[src/ssd_pkg.sv]
// Package for the sensorless stall detector: register offsets, field layouts and reset values.
// Assumes a single AHB-Lite slave with 32-bit words at aligned byte offsets.
package ssd_pkg;
	localparam logic [7:0]  ADDR_CTRL      = 8'h00;
	localparam logic [7:0]  ADDR_OFFSET    = 8'h04;
	localparam logic [7:0]  ADDR_TLOW      = 8'h08;
	localparam logic [7:0]  ADDR_UPPER_VELOCITY_LIMIT_PERIOD     = 8'h0C;
	localparam logic [7:0]  ADDR_THRS2     = 8'h10;
	localparam logic [7:0]  ADDR_READING   = 8'h14;
	localparam logic [7:0]  ADDR_READING2  = 8'h18;
	localparam logic [7:0]  ADDR_STATUS    = 8'h1C;
	localparam logic [7:0]  ADDR_MASK      = 8'h20;
	localparam int          CTRL_FILT      = 0;
	localparam int          CTRL_STOP      = 1;
	localparam int          CTRL_FILT2     = 2;
	localparam int          ST_STOP        = 0;
	localparam int          ST_STALL2      = 1;
	localparam int          ST_UPDATE      = 2;
	localparam int          NUM_EVENTS     = 3;
	localparam logic [9:0]  READING_MAX    = 10'h3FF;
	localparam logic [9:0]  READING_RST    = 10'h3FF;
	localparam logic [8:0]  READING2_RST   = 9'h1FE;
	localparam logic [19:0] TLOW_RST       = 20'h0_0000;
	localparam logic [19:0] UPPER_VELOCITY_LIMIT_PERIOD_RST      = 20'h0_0000;
	localparam logic [7:0]  THRS2_RST      = 8'h00;
	localparam logic [1:0]  AVG_COUNT      = 2'h3;
	localparam logic [1:0]  HTRANS_NONSEQ  = 2'h2;
endpackage

[src/ssd_stall_detect.sv]
// Stall detection with per-full-step load reading, offset, averaging and velocity window.
// Assumes a full-step strobe, step period and raw measurements on the same clock as hclk.
// Overview of operation
// - The load reading is refreshed once per full step, not per clock or microstep.
// - With the filter enabled the reading is the average of four measurements.
// - The load offset is a signed two's-complement value added to the raw measurement.
// - With stop-on-stall enabled, a zero reading stops the ramp generator.
// - After a stall stop the motor stays stopped until stop-on-stall or the flag is cleared.
// - Stall detection is suppressed below the lower velocity limit.
// - Stall detection is suppressed above the upper velocity limit.
// - Both readings are high at low load and fall toward low values at high load.
// - The second reading detects a stall by comparison against a threshold, not an offset.
// - The first reading is unsigned in the range 0 to 1023.
// - With the filter on, the reading updates once per four full steps.
// - The second stall output rises when its reading falls below the threshold of 0 to 255.
//
// The address map and register access over AHB-Lite were left to the implementer.
module ssd_stall_detect #(
	parameter int TW = 20
) (
	input  wire logic        hclk,
	input  wire logic        hresetn,
	input  wire logic        hsel,
	input  wire logic [7:0]  haddr,
	input  wire logic [1:0]  htrans,
	input  wire logic        hwrite,
	input  wire logic [2:0]  hsize,
	input  wire logic [31:0] hwdata,
	input  wire logic        hready,
	output logic      [31:0] hrdata,
	output logic             hreadyout,
	output logic             hresp,
	input  wire logic        full_step,
	input  wire logic [TW-1:0] step_period,
	input  wire logic [9:0]  raw_load,
	input  wire logic [8:0]  raw_load_gen2,
	output logic             motor_stop,
	output logic             stall_out_gen2,
	output logic             irq
);
	typedef struct packed {
		logic        wr_pend;
		logic        rd_pend;
		logic [7:0]  addr;
		logic [31:0] rdata;
		logic        filt_en;
		logic        stop_en;
		logic        filt2_en;
		logic [6:0]  offset;
		logic [TW-1:0] tlow;
		logic [TW-1:0] upper_velocity_limit_period;
		logic [7:0]  thrs2;
		logic [9:0]  reading;
		logic [8:0]  reading2;
		logic [11:0] acc;
		logic [10:0] acc2;
		logic [1:0]  cnt;
		logic        stall2;
		logic [ssd_pkg::NUM_EVENTS-1:0] status;
		logic [ssd_pkg::NUM_EVENTS-1:0] mask;
	} ssd_state_t;

	ssd_state_t s_q;
	ssd_state_t s_d;

	logic signed [11:0] shifted;
	logic [9:0]  meas;
	logic        in_window;
	logic        update;
	logic        filt_done;
	logic [9:0]  new_reading;
	logic [8:0]  new_reading2;
	logic [ssd_pkg::NUM_EVENTS-1:0] ev;
	logic [ssd_pkg::NUM_EVENTS-1:0] clr;
	logic [31:0] rd_mux;

	always_comb
	begin
		// Offset is sign-extended before the add so negative offsets lower the value.
		shifted = $signed({2'b00, raw_load}) + $signed({{5{s_q.offset[6]}}, s_q.offset});
		if (shifted < 0)
		begin
			meas = 10'h000;
		end
		else if (shifted > $signed({2'b00, ssd_pkg::READING_MAX}))
		begin
			meas = ssd_pkg::READING_MAX;
		end
		else
		begin
			meas = shifted[9:0];
		end
		// A longer period means a slower motor; a zero upper limit disables its side of the window, a zero tlow disables all detection.
		in_window = (step_period <= s_q.tlow) && (step_period > s_q.upper_velocity_limit_period);
		filt_done = full_step && (s_q.cnt == ssd_pkg::AVG_COUNT);
		update = full_step && (!s_q.filt_en || filt_done);
		new_reading = s_q.filt_en ? s_q.acc[11:2] + 10'(0) : meas;
		if (s_q.filt_en)
		begin
			new_reading = 10'((s_q.acc + {2'b00, meas}) >> 2);
		end
		new_reading2 = raw_load_gen2;
		if (s_q.filt2_en)
		begin
			new_reading2 = 9'((s_q.acc2 + {2'b00, raw_load_gen2}) >> 2);
		end
	end

	always_comb
	begin
		s_d = s_q;
		ev = '0;
		clr = '0;
		rd_mux = 32'h0000_0000;
		// Read data is decoded in the address phase so that it stands for the whole data phase.
		if (haddr == ssd_pkg::ADDR_CTRL)
		begin
			rd_mux = {29'h0, s_q.filt2_en, s_q.stop_en, s_q.filt_en};
		end
		else if (haddr == ssd_pkg::ADDR_OFFSET)
		begin
			rd_mux = {25'h0, s_q.offset};
		end
		else if (haddr == ssd_pkg::ADDR_TLOW)
		begin
			rd_mux = 32'(s_q.tlow);
		end
		else if (haddr == ssd_pkg::ADDR_UPPER_VELOCITY_LIMIT_PERIOD)
		begin
			rd_mux = 32'(s_q.upper_velocity_limit_period);
		end
		else if (haddr == ssd_pkg::ADDR_THRS2)
		begin
			rd_mux = {24'h0, s_q.thrs2};
		end
		else if (haddr == ssd_pkg::ADDR_READING)
		begin
			rd_mux = {22'h0, s_q.reading};
		end
		else if (haddr == ssd_pkg::ADDR_READING2)
		begin
			rd_mux = {23'h0, s_q.reading2};
		end
		else if (haddr == ssd_pkg::ADDR_STATUS)
		begin
			rd_mux = {29'h0, s_q.status};
		end
		else if (haddr == ssd_pkg::ADDR_MASK)
		begin
			rd_mux = {29'h0, s_q.mask};
		end
		if (hsel && hready && (htrans == ssd_pkg::HTRANS_NONSEQ) && !hwrite)
		begin
			s_d.rdata = rd_mux;
		end
		// Registers are written in the data phase one cycle after the address phase.
		if (s_q.wr_pend)
		begin
			if (s_q.addr == ssd_pkg::ADDR_CTRL)
			begin
				s_d.filt_en  = hwdata[ssd_pkg::CTRL_FILT];
				s_d.stop_en  = hwdata[ssd_pkg::CTRL_STOP];
				s_d.filt2_en = hwdata[ssd_pkg::CTRL_FILT2];
			end
			else if (s_q.addr == ssd_pkg::ADDR_OFFSET)
			begin
				s_d.offset = hwdata[6:0];
			end
			else if (s_q.addr == ssd_pkg::ADDR_TLOW)
			begin
				s_d.tlow = hwdata[TW-1:0];
			end
			else if (s_q.addr == ssd_pkg::ADDR_UPPER_VELOCITY_LIMIT_PERIOD)
			begin
				s_d.upper_velocity_limit_period = hwdata[TW-1:0];
			end
			else if (s_q.addr == ssd_pkg::ADDR_THRS2)
			begin
				s_d.thrs2 = hwdata[7:0];
			end
			else if (s_q.addr == ssd_pkg::ADDR_STATUS)
			begin
				clr = hwdata[ssd_pkg::NUM_EVENTS-1:0];
			end
			else if (s_q.addr == ssd_pkg::ADDR_MASK)
			begin
				s_d.mask = hwdata[ssd_pkg::NUM_EVENTS-1:0];
			end
		end
		s_d.wr_pend = hsel && hready && (htrans == ssd_pkg::HTRANS_NONSEQ) && hwrite;
		s_d.rd_pend = hsel && hready && (htrans == ssd_pkg::HTRANS_NONSEQ) && !hwrite;
		if (hsel && hready && (htrans == ssd_pkg::HTRANS_NONSEQ))
		begin
			s_d.addr = haddr;
		end
		// Measurement pipeline advances only on the full-step strobe.
		if (full_step)
		begin
			// The group counter restarts while both filters are off, so the first average spans four steps.
			s_d.cnt = (s_q.filt_en || s_q.filt2_en) ? s_q.cnt + 2'h1 : 2'h0;
			s_d.acc = filt_done ? 12'h000 : s_q.acc + {2'b00, meas};
			s_d.acc2 = filt_done ? 11'h000 : s_q.acc2 + {2'b00, raw_load_gen2};
			if (!s_q.filt_en)
			begin
				s_d.acc = 12'h000;
			end
			if (!s_q.filt2_en)
			begin
				s_d.acc2 = 11'h000;
			end
		end
		if (update)
		begin
			s_d.reading = new_reading;
		end
		if (full_step && (!s_q.filt2_en || filt_done))
		begin
			s_d.reading2 = new_reading2;
			s_d.stall2 = (new_reading2 < {1'b0, s_q.thrs2}) && in_window;
		end
		ev[ssd_pkg::ST_STOP] = update && s_q.stop_en && in_window && (new_reading == 10'h000);
		ev[ssd_pkg::ST_STALL2] = s_d.stall2 && !s_q.stall2;
		ev[ssd_pkg::ST_UPDATE] = update;
		// A new event in the clearing cycle wins over the clear.
		s_d.status = (s_q.status & ~clr) | ev;
	end

	always_ff @(posedge hclk or negedge hresetn)
	begin
		if (!hresetn)
		begin
			s_q <= '{wr_pend: 1'b0, rd_pend: 1'b0, addr: 8'h00, rdata: 32'h0000_0000,
				filt_en: 1'b0, stop_en: 1'b0, filt2_en: 1'b0, offset: 7'h00,
				tlow: TW'(ssd_pkg::TLOW_RST), upper_velocity_limit_period: TW'(ssd_pkg::UPPER_VELOCITY_LIMIT_PERIOD_RST),
				thrs2: ssd_pkg::THRS2_RST, reading: ssd_pkg::READING_RST,
				reading2: ssd_pkg::READING2_RST, acc: 12'h000, acc2: 11'h000, cnt: 2'h0,
				stall2: 1'b0, status: '0, mask: '0};
		end
		else
		begin
			s_q <= s_d;
		end
	end

	assign hrdata = s_q.rdata;
	assign hreadyout = 1'b1;
	assign hresp = 1'b0;
	// Stop holds while the latched flag and stop-on-stall are both present.
	assign motor_stop = s_q.stop_en && s_q.status[ssd_pkg::ST_STOP];
	assign stall_out_gen2 = s_q.stall2;
	assign irq = |(s_q.status & s_q.mask);

	a_reading_step: assert property (@(posedge hclk) disable iff (!hresetn)
		!$past(update) |-> $stable(s_q.reading))
		else $error("reading changed without a full-step update");
	a_filter_rate: assert property (@(posedge hclk) disable iff (!hresetn)
		(full_step && s_q.filt_en && s_q.cnt != ssd_pkg::AVG_COUNT) |-> !update)
		else $error("filtered reading updated before four steps");
	a_stall_sets: assert property (@(posedge hclk) disable iff (!hresetn)
		(update && s_q.stop_en && in_window && new_reading == 10'h000)
		|=> s_q.status[ssd_pkg::ST_STOP])
		else $error("stall flag not set on zero reading");
	a_stop_holds: assert property (@(posedge hclk) disable iff (!hresetn)
		(motor_stop && !s_q.wr_pend) |=> motor_stop)
		else $error("motor restarted without software action");
	a_low_window: assert property (@(posedge hclk) disable iff (!hresetn)
		(step_period > s_q.tlow) |-> !ev[ssd_pkg::ST_STOP])
		else $error("stall detected below lower velocity");
	a_high_window: assert property (@(posedge hclk) disable iff (!hresetn)
		(step_period <= s_q.upper_velocity_limit_period) |-> !ev[ssd_pkg::ST_STOP])
		else $error("stall detected above upper velocity");
	a_gen2_compare: assert property (@(posedge hclk) disable iff (!hresetn)
		(full_step && (!s_q.filt2_en || filt_done))
		|=> (stall_out_gen2 == ((s_q.reading2 < {1'b0, $past(s_q.thrs2)}) && $past(in_window))))
		else $error("gen2 stall without reading below threshold");
	a_offset_sign: assert property (@(posedge hclk) disable iff (!hresetn)
		(s_q.offset[6] && !s_q.filt_en && update && raw_load == 10'h000) |=> s_q.reading == 10'h000)
		else $error("negative offset did not lower reading");
endmodule

[config.mk]
export PLATFORM = sky130hd
export DESIGN_NAME = ssd_stall_detect
export DESIGN_NICKNAME = d
export VERILOG_FILES = /design/src/ssd_pkg.sv /design/src/ssd_stall_detect.sv
export SDC_FILE = /design/constraint.sdc
export NUM_CORES = 1
export LEC_CHECK = 0
export BUFFER_PORTS_ARGS = -buffer_cell sky130_fd_sc_hd__buf_2
export CAP_MARGIN = 20
export CORE_MARGIN = 2
export CORE_UTILIZATION = 35
export CTS_CLUSTER_SIZE = 12
export DETAILED_ROUTE_END_ITERATION = 8
export HOLD_SLACK_MARGIN = 0.06
export SYNTH_ARGS = -nofsm -noshare
export SYNTH_HDL_FRONTEND = slang
export SYNTH_SLANG_ARGS = --single-unit
[constraint.sdc]
create_clock -name hclk -period 9.1 [get_ports hclk]
set_clock_uncertainty 0.1 [all_clocks]
set_input_delay 1.365 -clock hclk [delete_from_list [all_inputs] [get_ports hclk]]
set_output_delay 1.365 -clock hclk [all_outputs]
set_load 0.01 [all_outputs]
* After elaboration in Yosys (flattened, before gate mapping)
Cells that the tools add are included.
** Cells by class
- Add/sub/neg operators :: 4
- Order comparisons :: 5
- Equality and inequality tests :: 16
- Mux-type cells :: 26
- Bitwise logic cells :: 10
- Reductions and logical operators :: 31
** Operator list (count)
- 20-bit two-way mux :: 4
- 10-bit two-way mux :: 5
- 8-bit by 5-bit == test with 1-bit output, second input constant :: 6
- 8-bit by 4-bit == test with 1-bit output, second input constant :: 4
- 3-bit two-way mux :: 9
- 12-bit two-way mux :: 2
- 11-bit two-way mux :: 2
- 20-bit > comparator :: 1
- 20-bit less-or-equal comparator :: 1
- 9-bit two-way mux :: 2
- 8-bit by 3-bit == test with 1-bit output, second input constant :: 2
- 8-bit by 6-bit == test with 1-bit output, second input constant :: 2
- 8-bit zero test :: 2
- 1-bit logical AND :: 14
- 11-bit by 7-bit adder with 12-bit output :: 1
- 12-bit by 10-bit adder with 12-bit output :: 1
- 12-bit by 11-bit > comparator with 1-bit output, second input constant :: 1
- 12-bit by 1-bit less-than comparator with 1-bit output, second input constant :: 1
- 11-bit by 9-bit adder with 11-bit output :: 1
- 10-bit zero test :: 1
- 9-bit by 8-bit less-than comparator with 1-bit output :: 1
- 8-bit AND reduction :: 1
- 3-bit AND :: 2
- 1-bit NOT :: 6
- 14 further kinds :: 20
** Word-level totals
- Register bits :: 150
- Output and inout port bits :: 37
- Word-level logic and storage cells :: 110

* Longest topological paths before layout
Gate-level depths: netlist of the first run.
- Word-level depth :: 11
- Depth in mapped cells :: 21
- Depth with buffers taken out :: 21

* Worst setup path after synthesis of the first run
Ideal clock, no wire load.
- Path kind :: input port to flip-flop
- Start point :: input raw_load[0]
- End point :: register s_q[3] in the netlist's numbering
- Library setup time :: 0.076 ns
- Data arrival time :: 5.309 ns
- Data required time :: 8.924 ns
- Slack :: 3.614 ns
- Stages :: 20
- Buffers on the path :: 0
- Cell sequence :: ha_1 -> inv_1 -> fa_1 -> nor2b_1 -> o2111ai_1 -> and3b_1 -> o22a_1 -> and3_1 -> o31a_1 -> ha_1 -> fa_1 -> a211oi_1 -> nor2_1 -> o21ai_0 -> a21oi_1 -> xnor2_1 -> nand2_1 -> o32a_1 -> or4_1 -> o21ai_1
** RTL lines
- start: declaration :: RTL line ssd_stall_detect.sv:35 : input wire logic [9:0] raw_load,
- end signal: assignment :: RTL line ssd_stall_detect.sv:232 : s_q <= '{wr_pend: 1'b0, rd_pend: 1'b0, addr: 8'h00, rdata: 32'h0000_0000,
- end: declaration :: RTL line ssd_stall_detect.sv:63 : ssd_state_t s_q;

==> flow_summary.toml, run 1 <==
[timing]
relSlewSlack = 0.408
fmax_mhz = 174
slew_viol_final = 0
worst_pin_slew_ns = 0.889
rsz0062_at_grt = "false"
post-route-period-util = 0.631
setup_viol = 0
period_minus_slack_ns = 5.74
tns_ns = 0
finalHoldViolCount = 0

[critical_path]
path_cells = "buf_2 -> ha_1 -> inv_1 -> fa_1 -> nor2b_1 -> o2111ai_1 -> and3b_1 -> o22a_1 -> or3_1 -> a31oi_1 -> ha_1 -> a211oi_1 -> o21a_1 -> o31a_1 -> o21ai_1 -> xnor2_1 -> nand2_1 -> o32a_1 -> or4_1 -> o21ai_1"
r2r_end = "s_q[3]"
end_kind = "flop"
cpPeakStageDelay_ns = 0.51
critPathRequiredTime_ns = 9.35
crit_fanout = 5
r2r_slack_ns = 3.88
reg2regPathDepth = 17
arrival_ns = 5.99
crit_type = "primary input to flop"
cp_slowest_cell = "or4_1"
regToRegStartpoint = "s_q[105]"
critPathLaunchType = "primary input"

[clock_network]
cts_setup_buffers = 0
cts-hold-fix-buffers = 0
cts_root_buffer = "clkbuf_16"
worst_skew_pair.late_latency_ns = 0.43
cts_tree = "done"
cts_num_sinks = 138
clk_pin_slew_ns = 0.06
cts.repair.resized = 0
cts_buffers = 17
h-tree-depth = 4
cts.path.max_buffers = 2

[pwr]
vdd_drop_max_mv = 0.107
leakagePower_nw = 4.90
cellPowerDensity_nw_per_um2 = 234

[job]
drv_cap = 0

[outcome]
status = "finished clean"

[routing]
wl_mm = 23.0
ant_nets = 0
dr_wl_met2_mm = 10.7
first_pass_iters = 5
drt_iter0_markers = 361
wire_per_inst_um = 17.1
viasPerCell = 5.13
drc = 0
via_count = 6893
routedLengthMet1_mm = 10.6
route.met3.wl_mm = 1.18
highest_layer = "met4"

[final_layout]
final_cell_mix = "dfrtp_1 (120), nand2_1 (105), o21ai_0 (96), buf_2 (96), ha_1 (78)"
antenna_cells = 0
fin_cells = 1343
fin_nets = 1171
area_delta_synth_final_pct = 14.6
drive_gt1_frac = 0.213
fin_area_um2 = 10100
final_common_cell = "dfrtp_1"
fin_util = 0.405

[placed_design]
place_inst = 1311
port_buffers = 97
routabilityCongestion = 0.860
dpl.hpwl_mm = 17.4
placed_area_um2 = 9460

[global_route]
grt-ovfl-total = 0
grt_start_max_net_pins = 83
antenna_found_initial = 0
grt_pass1_vias = 6854
grt_usage = 0.176
grt_pass1_wl_mm = 36.2

[worst_hold_path]
min-delay-start = "hrdata[11]"
min_path_type = "flop to flop"
min_to = "hrdata[11]"
hold_depth = 2

[die]
die-area_um2 = 26500
ios = 127
die_w_um = 163
core_area_um2 = 25000
die_h_um = 163
row_count = 58
start_util = 0.354

[logic_synthesis]
async_reset_ff_frac = 1.00
seq_area_frac_synth = 0.394
synth_edf_count = 0
syn-instance-count = 929
syn_area_um2 = 8830
synth_ff_type = "dfrtp_1"
yosys.cell_types.count = 63
ys_ff_latch = 138
syn_avg_cell_area_um2 = 9.50
synth_warnings = 0
## metrics by stage
stage	hold slack [ns]	total power [mW]	worst slack, ns
after floorplan	0.346	1.39	3.61
after global placement	0.355	1.58	2.99
after detailed placement	0.365	1.60	2.96
after CTS	0.379	2.38	3.39
after global routing	0.392	2.51	3.15
final	0.371	2.36	3.36
## registers in the layout, summed over array words and instances, names as in the netlist
register / cells
s_q: 117
hrdata: 20
stall_out_gen2: 1
## cell families (layout without fill, tap and decap cells)
logic type / Yosys count / count (layout) / share of synthesized area
fa+ha+maj: 81 / 81 / 0.117
mux: 67 / 67 / 0.0835
simple gates: 215 / 215 / 0.115
xor+xnor: 29 / 29 / 0.0296
compound gates: 262 / 262 / 0.188
flops: 138 / 138 / 0.394
buf+inv: 135 / 207 / 0.0720
other cells: 2 / 14 / 0.000851
## area by class of cell
type                    instances  area [µm²]
inverters                      71         267
clock buffers                  22         494
clock inverters                10         163
well taps                     330         413
fillers                      2522       14800
repair buffers                104         544
multi-input cells             668        4760
flip-flops and latches        138        3480
## metal layers
layer	global-route usage	vias up
li1	-	3414
met1	0.232	3301
met2	0.287	150
met3	0.0423	28
met4	0.0571	0
met5	0	-
## report_power, final
group / total, mW / internal [mW] / switching (mW) / leakage [nW]
clock network: 0.769 / 0.495 / 0.274 / 0.318
registers: 0.849 / 0.756 / 0.0927 / 1.59
logic: 0.746 / 0.341 / 0.405 / 2.99
## synthesized netlist by cell type, types with 10 or more instances
cell      count  area share
mux2i_1      14       0.016
mux2_2       53       0.068
nand2_1     105       0.045
a22oi_1      11      0.0094
o21ai_0      97       0.055
inv_1        70       0.030
a22o_1       16       0.016
dfrtp_1     120        0.34
dfstp_2      18       0.054
buf_4        34       0.029
nor2_1       31       0.013
clkbuf_1     23      0.0098
ha_1         78        0.11
xnor2_1      21       0.021
a21o_1       20       0.017
a21oi_1      48       0.027
nor3_1       13      0.0074
nand4_1      10      0.0071
## critical path, delay by kind of cell
family | cells | cell delay (ns)
AO/OA/AOI/OAI | 9 | 1.87
XOR/XNOR | 1 | 0.29
adder cells (fa/ha/maj) | 3 | 0.92
buffers and inverters | 2 | 0.15
AND/OR/NAND/NOR | 5 | 1.38
## how the worst max path moves through the flow
stage	cells past startpoint	slack (ns)	from	endpoint
detailed placement	20	2.96	raw_load[0]	s_q[3]
CTS	20	3.39	raw_load[0]	s_q[3]
finish	20	3.36	raw_load[0]	s_q[3]
global placement	20	2.99	raw_load[0]	s_q[3]
floorplan	20	3.61	raw_load[0]	s_q[3]
global route	20	3.15	raw_load[0]	s_q[3]
No activity file was read; power rests on OpenSTA's default activity.
==> run 2: changes to the inputs <==
==> constraint.sdc (replaced) <==
create_clock -name hclk -period 4.96 [get_ports hclk]
set_clock_uncertainty 0.1 [all_clocks]
set_input_delay 0.744 -clock hclk [delete_from_list [all_inputs] [get_ports hclk]]
set_output_delay 0.744 -clock hclk [all_outputs]
set_load 0.01 [all_outputs]
==> run 2 against run 1 <==
Clock power is 59% higher; sequential cell count stayed put; cell count is 3.3% higher; largest cell class unchanged; worst setup slack worse by 3.1 ns; first-iteration DRC count is 32% higher; register-to-register slack worse by 3.6 ns.
==> flow_summary.toml, run 2 (synthesis results as in run 1) <==
[timing]
holdWs_ns = 0.0686
fmax_mhz = 213
relSlewSlack = 0.397
rsz0062_at_grt = "false"
setup_viol = 0
slew_viol_final = 0
setup_ws_ns = 0.276
worst_pin_slew_ns = 0.904
post-route-period-util = 0.944
tns_ns = 0
finalHoldViolCount = 0
period_minus_slack_ns = 4.68

[placed_design]
port_buffers = 97
routabilityCongestion = 0.870
place_ws_ns = -0.332
dpl.hpwl_mm = 18.1
place_inst = 1353

[global_route]
use_met3 = 0.0359
antenna_found_initial = 0
grt_pass1_vias = 7259
grt-ovfl-total = 0
grt_pass1_wl_mm = 38.0
grt_usage = 0.185
globalRouteMet1Util = 0.244
grt.busiest_layer = "met2"
use_met2 = 0.297
grt_start_max_net_pins = 111

[clock_network]
cts_buffers = 17
cts_root_buffer = "clkbuf_16"
worst_skew_pair.late_latency_ns = 0.43
cts_tree = "done"
cts-hold-fix-buffers = 0
h-tree-depth = 4
cts_num_sinks = 138
clk_pin_slew_ns = 0.06
cts.path.max_buffers = 2

[die]
start_util = 0.354
row_count = 58
die_w_um = 163
ios = 127
core_area_um2 = 25000
die_h_um = 163
die-area_um2 = 26500

[critical_path]
path_cells = "ha_2 -> inv_1 -> fa_1 -> nor2b_1 -> o2111ai_1 -> and3b_2 -> o22a_1 -> and3_1 -> o31a_1 -> ha_1 -> fa_2 -> buf_4 -> a21o_1 -> a21oi_2 -> xor2_1 -> nand4_1 -> o32a_1 -> or4_1 -> o21ai_1"
reg2regPathDepth = 19
cp_slowest_cell = "or4_1"
crit_type = "flop to flop"
end_kind = "flop"
crit_end = "s_q[3]"
critical_path_buf_inv_count = 2
r2r_end = "s_q[3]"
regToRegStartpoint = "s_q[99]"
startpoint = "s_q[99]"
crit_family = "simple AND/OR/NAND/NOR gates"
r2r_slack_ns = 0.28
critPathRequiredTime_ns = 5.22
critPathLaunchType = "flop"
arrival_ns = 4.94
cpPeakStageDelay_ns = 0.50
cp.depth = 19
crit_fanout = 4

[outcome]
status = "finished clean"

[routing]
first_pass_iters = 5
via_count = 7190
wl_mm = 24.0
ant_nets = 0
drt_iter0_markers = 478
drc = 0
wire_per_inst_um = 17.3
viasPerCell = 5.18

[final_layout]
antenna_cells = 0
drive_gt1_frac = 0.257
final_common_cell = "dfrtp_1"
fin_cells = 1387
largest_register_ffs = 117
fin_nets = 1215
area_delta_synth_final_pct = 18.1
top_register = "s_q"
final_cell_mix = "dfrtp_1 (119), nand2_1 (105), buf_2 (97), o21ai_0 (93), ha_1 (77)"
fin_util = 0.418

[job]
drv_cap = 0

[pwr]
cellPowerDensity_nw_per_um2 = 416
leakagePower_nw = 5.08
vdd_drop_max_mv = 0.207

[worst_hold_path]
min_path_type = "primary input to async pin"
## run 2: changes by cell type in the layout (fill, tap and decap cells not counted), moves of 3 or more
cell and delta:
o21ai_0 -3, clkinv_2 +3, buf_4 +42, clkbuf_8 -3
bufinv_16 -3
## run 2: final cells by class
class,instances,area [µm²]
clock buffers,21,460
clock inverters,11,95.1
fillers,2476,14500
inverters,71,267
multi-input cells,668,4820
flip-flops and latches,138,3480
well taps,330,413
repair buffers,148,892
## run 2: power breakdown
group | internal (mW) | switching [mW] | leakage [nW]
Combinational | 0.750 | 0.820 | 3.22
Sequential | 1.39 | 0.151 | 1.59
Clock | 0.714 | 0.511 | 0.269
## run 2: how the worst min path moves through the flow
stage	start	to	slack (ns)
finish	hresetn	hrdata[10]	0.07
global route	hresetn	hrdata[10]	0.07
CTS	hrdata[12]	hrdata[12]	0.38
detailed placement	s_q[46]	s_q[46]	0.36
global placement	s_q[46]	s_q[46]	0.36
floorplan	hresetn	hrdata[0]	0.35
## run 2: metrics by stage
| step | cell area (µm²) | total power, mW |
|---|---|---|
| after detailed placement | 9780 | 3.07 |
| final | 10400 | 4.33 |
| after floorplan | 8870 | 2.55 |
| after global placement | 9770 | 3.04 |
| after global routing | 10400 | 4.61 |
| after CTS | 10300 | 4.31 |
## run 2: per-layer routing
metal,vias to the layer above,part of all wire
li1,3503,-
met1,3487,0.47
met2,164,0.45
met3,36,0.042
met4,0,0.032
met5,-,0
## run 2: timing repair
item / CTS / global route
gates cloned: 0 / 0
setup buffers: 0 / 1
pin swaps: 0 / 3
setup endpoints to repair: 1 / 1
gates resized for setup: 1 / 16
==> run 3: changes to the inputs <==
--- a/config.mk
+++ b/config.mk
@@ -6,12 +6,12 @@
 export NUM_CORES = 1
 export LEC_CHECK = 0
 export BUFFER_PORTS_ARGS = -buffer_cell sky130_fd_sc_hd__buf_2
-export CAP_MARGIN = 20
 export CORE_MARGIN = 2
 export CORE_UTILIZATION = 35
 export CTS_CLUSTER_SIZE = 12
 export DETAILED_ROUTE_END_ITERATION = 8
 export HOLD_SLACK_MARGIN = 0.06
+export RECOVER_POWER = 25
 export SYNTH_ARGS = -nofsm -noshare
 export SYNTH_HDL_FRONTEND = slang
 export SYNTH_SLANG_ARGS = --single-unit
==> run 3 against run 2 <==
Sequential share of layout area down 0.20 points; clock-buffer cell count shrank 4; sequential cell count is the same; largest power group unchanged; wire length shrank 1.2%; the flow now finishes with violations (max-capacitance violations, max-slew violations); worst setup slack improved by 0.021 ns; power rose by 4.7%; die area unchanged; clock power rose by 18%.
==> flow_summary.toml, run 3 (synthesis results as in run 1) <==
[final_layout]
fin_nets = 1214
area_delta_synth_final_pct = 18.8
antenna_cells = 0
fin_cells = 1386
largest_register_ffs = 117
n_fill_cell = 2494
final_cell_mix = "dfrtp_1 (119), nand2_1 (105), buf_2 (96), o21ai_0 (94), ha_1 (77)"
top_register = "s_q"
drive_gt1_frac = 0.256
final_common_cell = "dfrtp_1"

[worst_hold_path]
min_to = "s_q[46]"
min-delay-start = "s_q[46]"
hold_depth = 2
min_path_type = "flop to flop"

[routing]
ant_nets = 0
drt_iter0_markers = 455
wire_per_inst_um = 17.1
wl_mm = 23.7
viasPerCell = 5.15
first_pass_iters = 5
drc = 0
via_count = 7132

[die]
ios = 127
die_h_um = 163
core_area_um2 = 25000
die-area_um2 = 26500
die_w_um = 163
row_count = 58
start_util = 0.354

[timing]
relSlewSlack = -0.864
setup_ws_ns = 0.297
worst_pin_slew_ns = 2.80
setup_viol = 0
period_minus_slack_ns = 4.66
fmax_mhz = 214
finalHoldViolCount = 0
slew_viol_final = 111
post-route-period-util = 0.940

[pwr]
vdd_drop_max_mv = 0.212
p_total_mw = 4.54
leakagePower_nw = 5.11
cellPowerDensity_nw_per_um2 = 433

[clock_network]
cts_buffers = 17
cts_num_sinks = 138
cts.path.max_buffers = 2
cts_tree = "done"
h-tree-depth = 4
clk_pin_slew_ns = 0.06
cts_root_buffer = "clkbuf_16"
worst_skew_pair.late_latency_ns = 0.43

[placed_design]
place_ws_ns = -0.295
place_inst = 1352
dpl.hpwl_mm = 18.1
routabilityCongestion = 0.870
port_buffers = 97

[outcome]
violations = "max-capacitance violations, max-slew violations"
status = "finished, violations left"

[critical_path]
reg2regPathDepth = 20
cp_slowest_cell = "or4_1"
critPathLaunchType = "flop"
cp.depth = 20
crit_family = "compound AO/OA/AOI/OAI gates"
regToRegStartpoint = "s_q[99]"
r2r_end = "s_q[3]"
cpPeakStageDelay_ns = 0.49
end_kind = "flop"
path_cells = "ha_2 -> inv_1 -> fa_1 -> nor2b_1 -> o2111ai_1 -> and3b_2 -> o22a_1 -> and3_1 -> o31a_1 -> ha_1 -> fa_2 -> a211oi_2 -> nor2_1 -> o21ai_2 -> a21oi_1 -> xnor2_2 -> nand2_1 -> o32a_1 -> or4_1 -> o21ai_1"
arrival_ns = 4.92
r2r_slack_ns = 0.30
critical_path_buf_inv_count = 1
critPathRequiredTime_ns = 5.21
crit_type = "flop to flop"
crit_fanout = 4

[global_route]
grt_pass1_wl_mm = 38.1
grt_pass1_vias = 7194
antenna_found_initial = 0
grt-ovfl-total = 0
grt_usage = 0.185
grt_start_max_net_pins = 111

[job]
drv_cap = 1
[run 3: changes by cell type in the layout (fill, tap and decap cells not counted), sizes merged]
cell and change:
bufinv +4, buf -2, clkinv -3, clkbuf -3, inv +3
[run 3: worst max-delay path by stage]
stage,slack (ns),start,end
floorplan,0.1,raw_load[0],s_q[3]
global placement,-0.20,raw_load[0],s_q[3]
detailed placement,-0.29,raw_load[0],s_q[3]
CTS,0.05,s_q[99],s_q[3]
global route,-0.01,s_q[99],s_q[3]
finish,0.30,s_q[99],s_q[3]
[run 3: final cells by class]
cell class / instances / area, µm² / area share
clock buffer: 17 / 425 / 0.0406
clock inverter: 15 / 239 / 0.0228
inverter: 71 / 267 / 0.0254
multi-input combinational: 668 / 4810 / 0.458
sequential: 138 / 3480 / 0.332
tap: 330 / 413 / 0.0394
timing repair buffer: 147 / 861 / 0.0821
[run 3: routing by layer]
layer,GRT usage,vias to the layer above,part of all wire
met5,0,-,0
met4,0.0708,0,0.029
met3,0.0392,36,0.053
met2,0.294,172,0.46
met1,0.246,3422,0.46
li1,-,3502,-
[run 3: stage by stage]
stage / hold WS [ns] / setup TNS (ns) / instance area [µm²] / util
2_1_floorplan: 0.346 / 0 / 8870 / -
3_3_place_gp: 0.355 / -0.200 / 9770 / 0.391
3_5_place_dp: 0.356 / -0.295 / 9770 / 0.391
4_1_cts: 0.365 / 0 / 10400 / 0.418
5_1_grt: 0.377 / -0.0144 / 10500 / 0.420
6_report: 0.363 / 0 / 10500 / 0.420
[run 3: what timing repair did]
action,4_1_cts,5_1_grt
resized for setup,1,12
hold buffers,0,0
pin swaps,0,5
setup endpoints to repair,1,1
setup buffers,0,2
[run 3: tightest hold or removal path, delay by kind of cell (launching register included)]
family | cells | cell delay, ns
and+or+nand+nor | 1 | 0.04
DFF | 1 | 0.37
AOI/OAI and AO/OA | 1 | 0.05
[run 3: power breakdown]
part	switching (mW)	internal (mW)	total (mW)
clock network	0.536	0.905	1.44
logic	0.808	0.752	1.56
registers	0.151	1.39	1.54
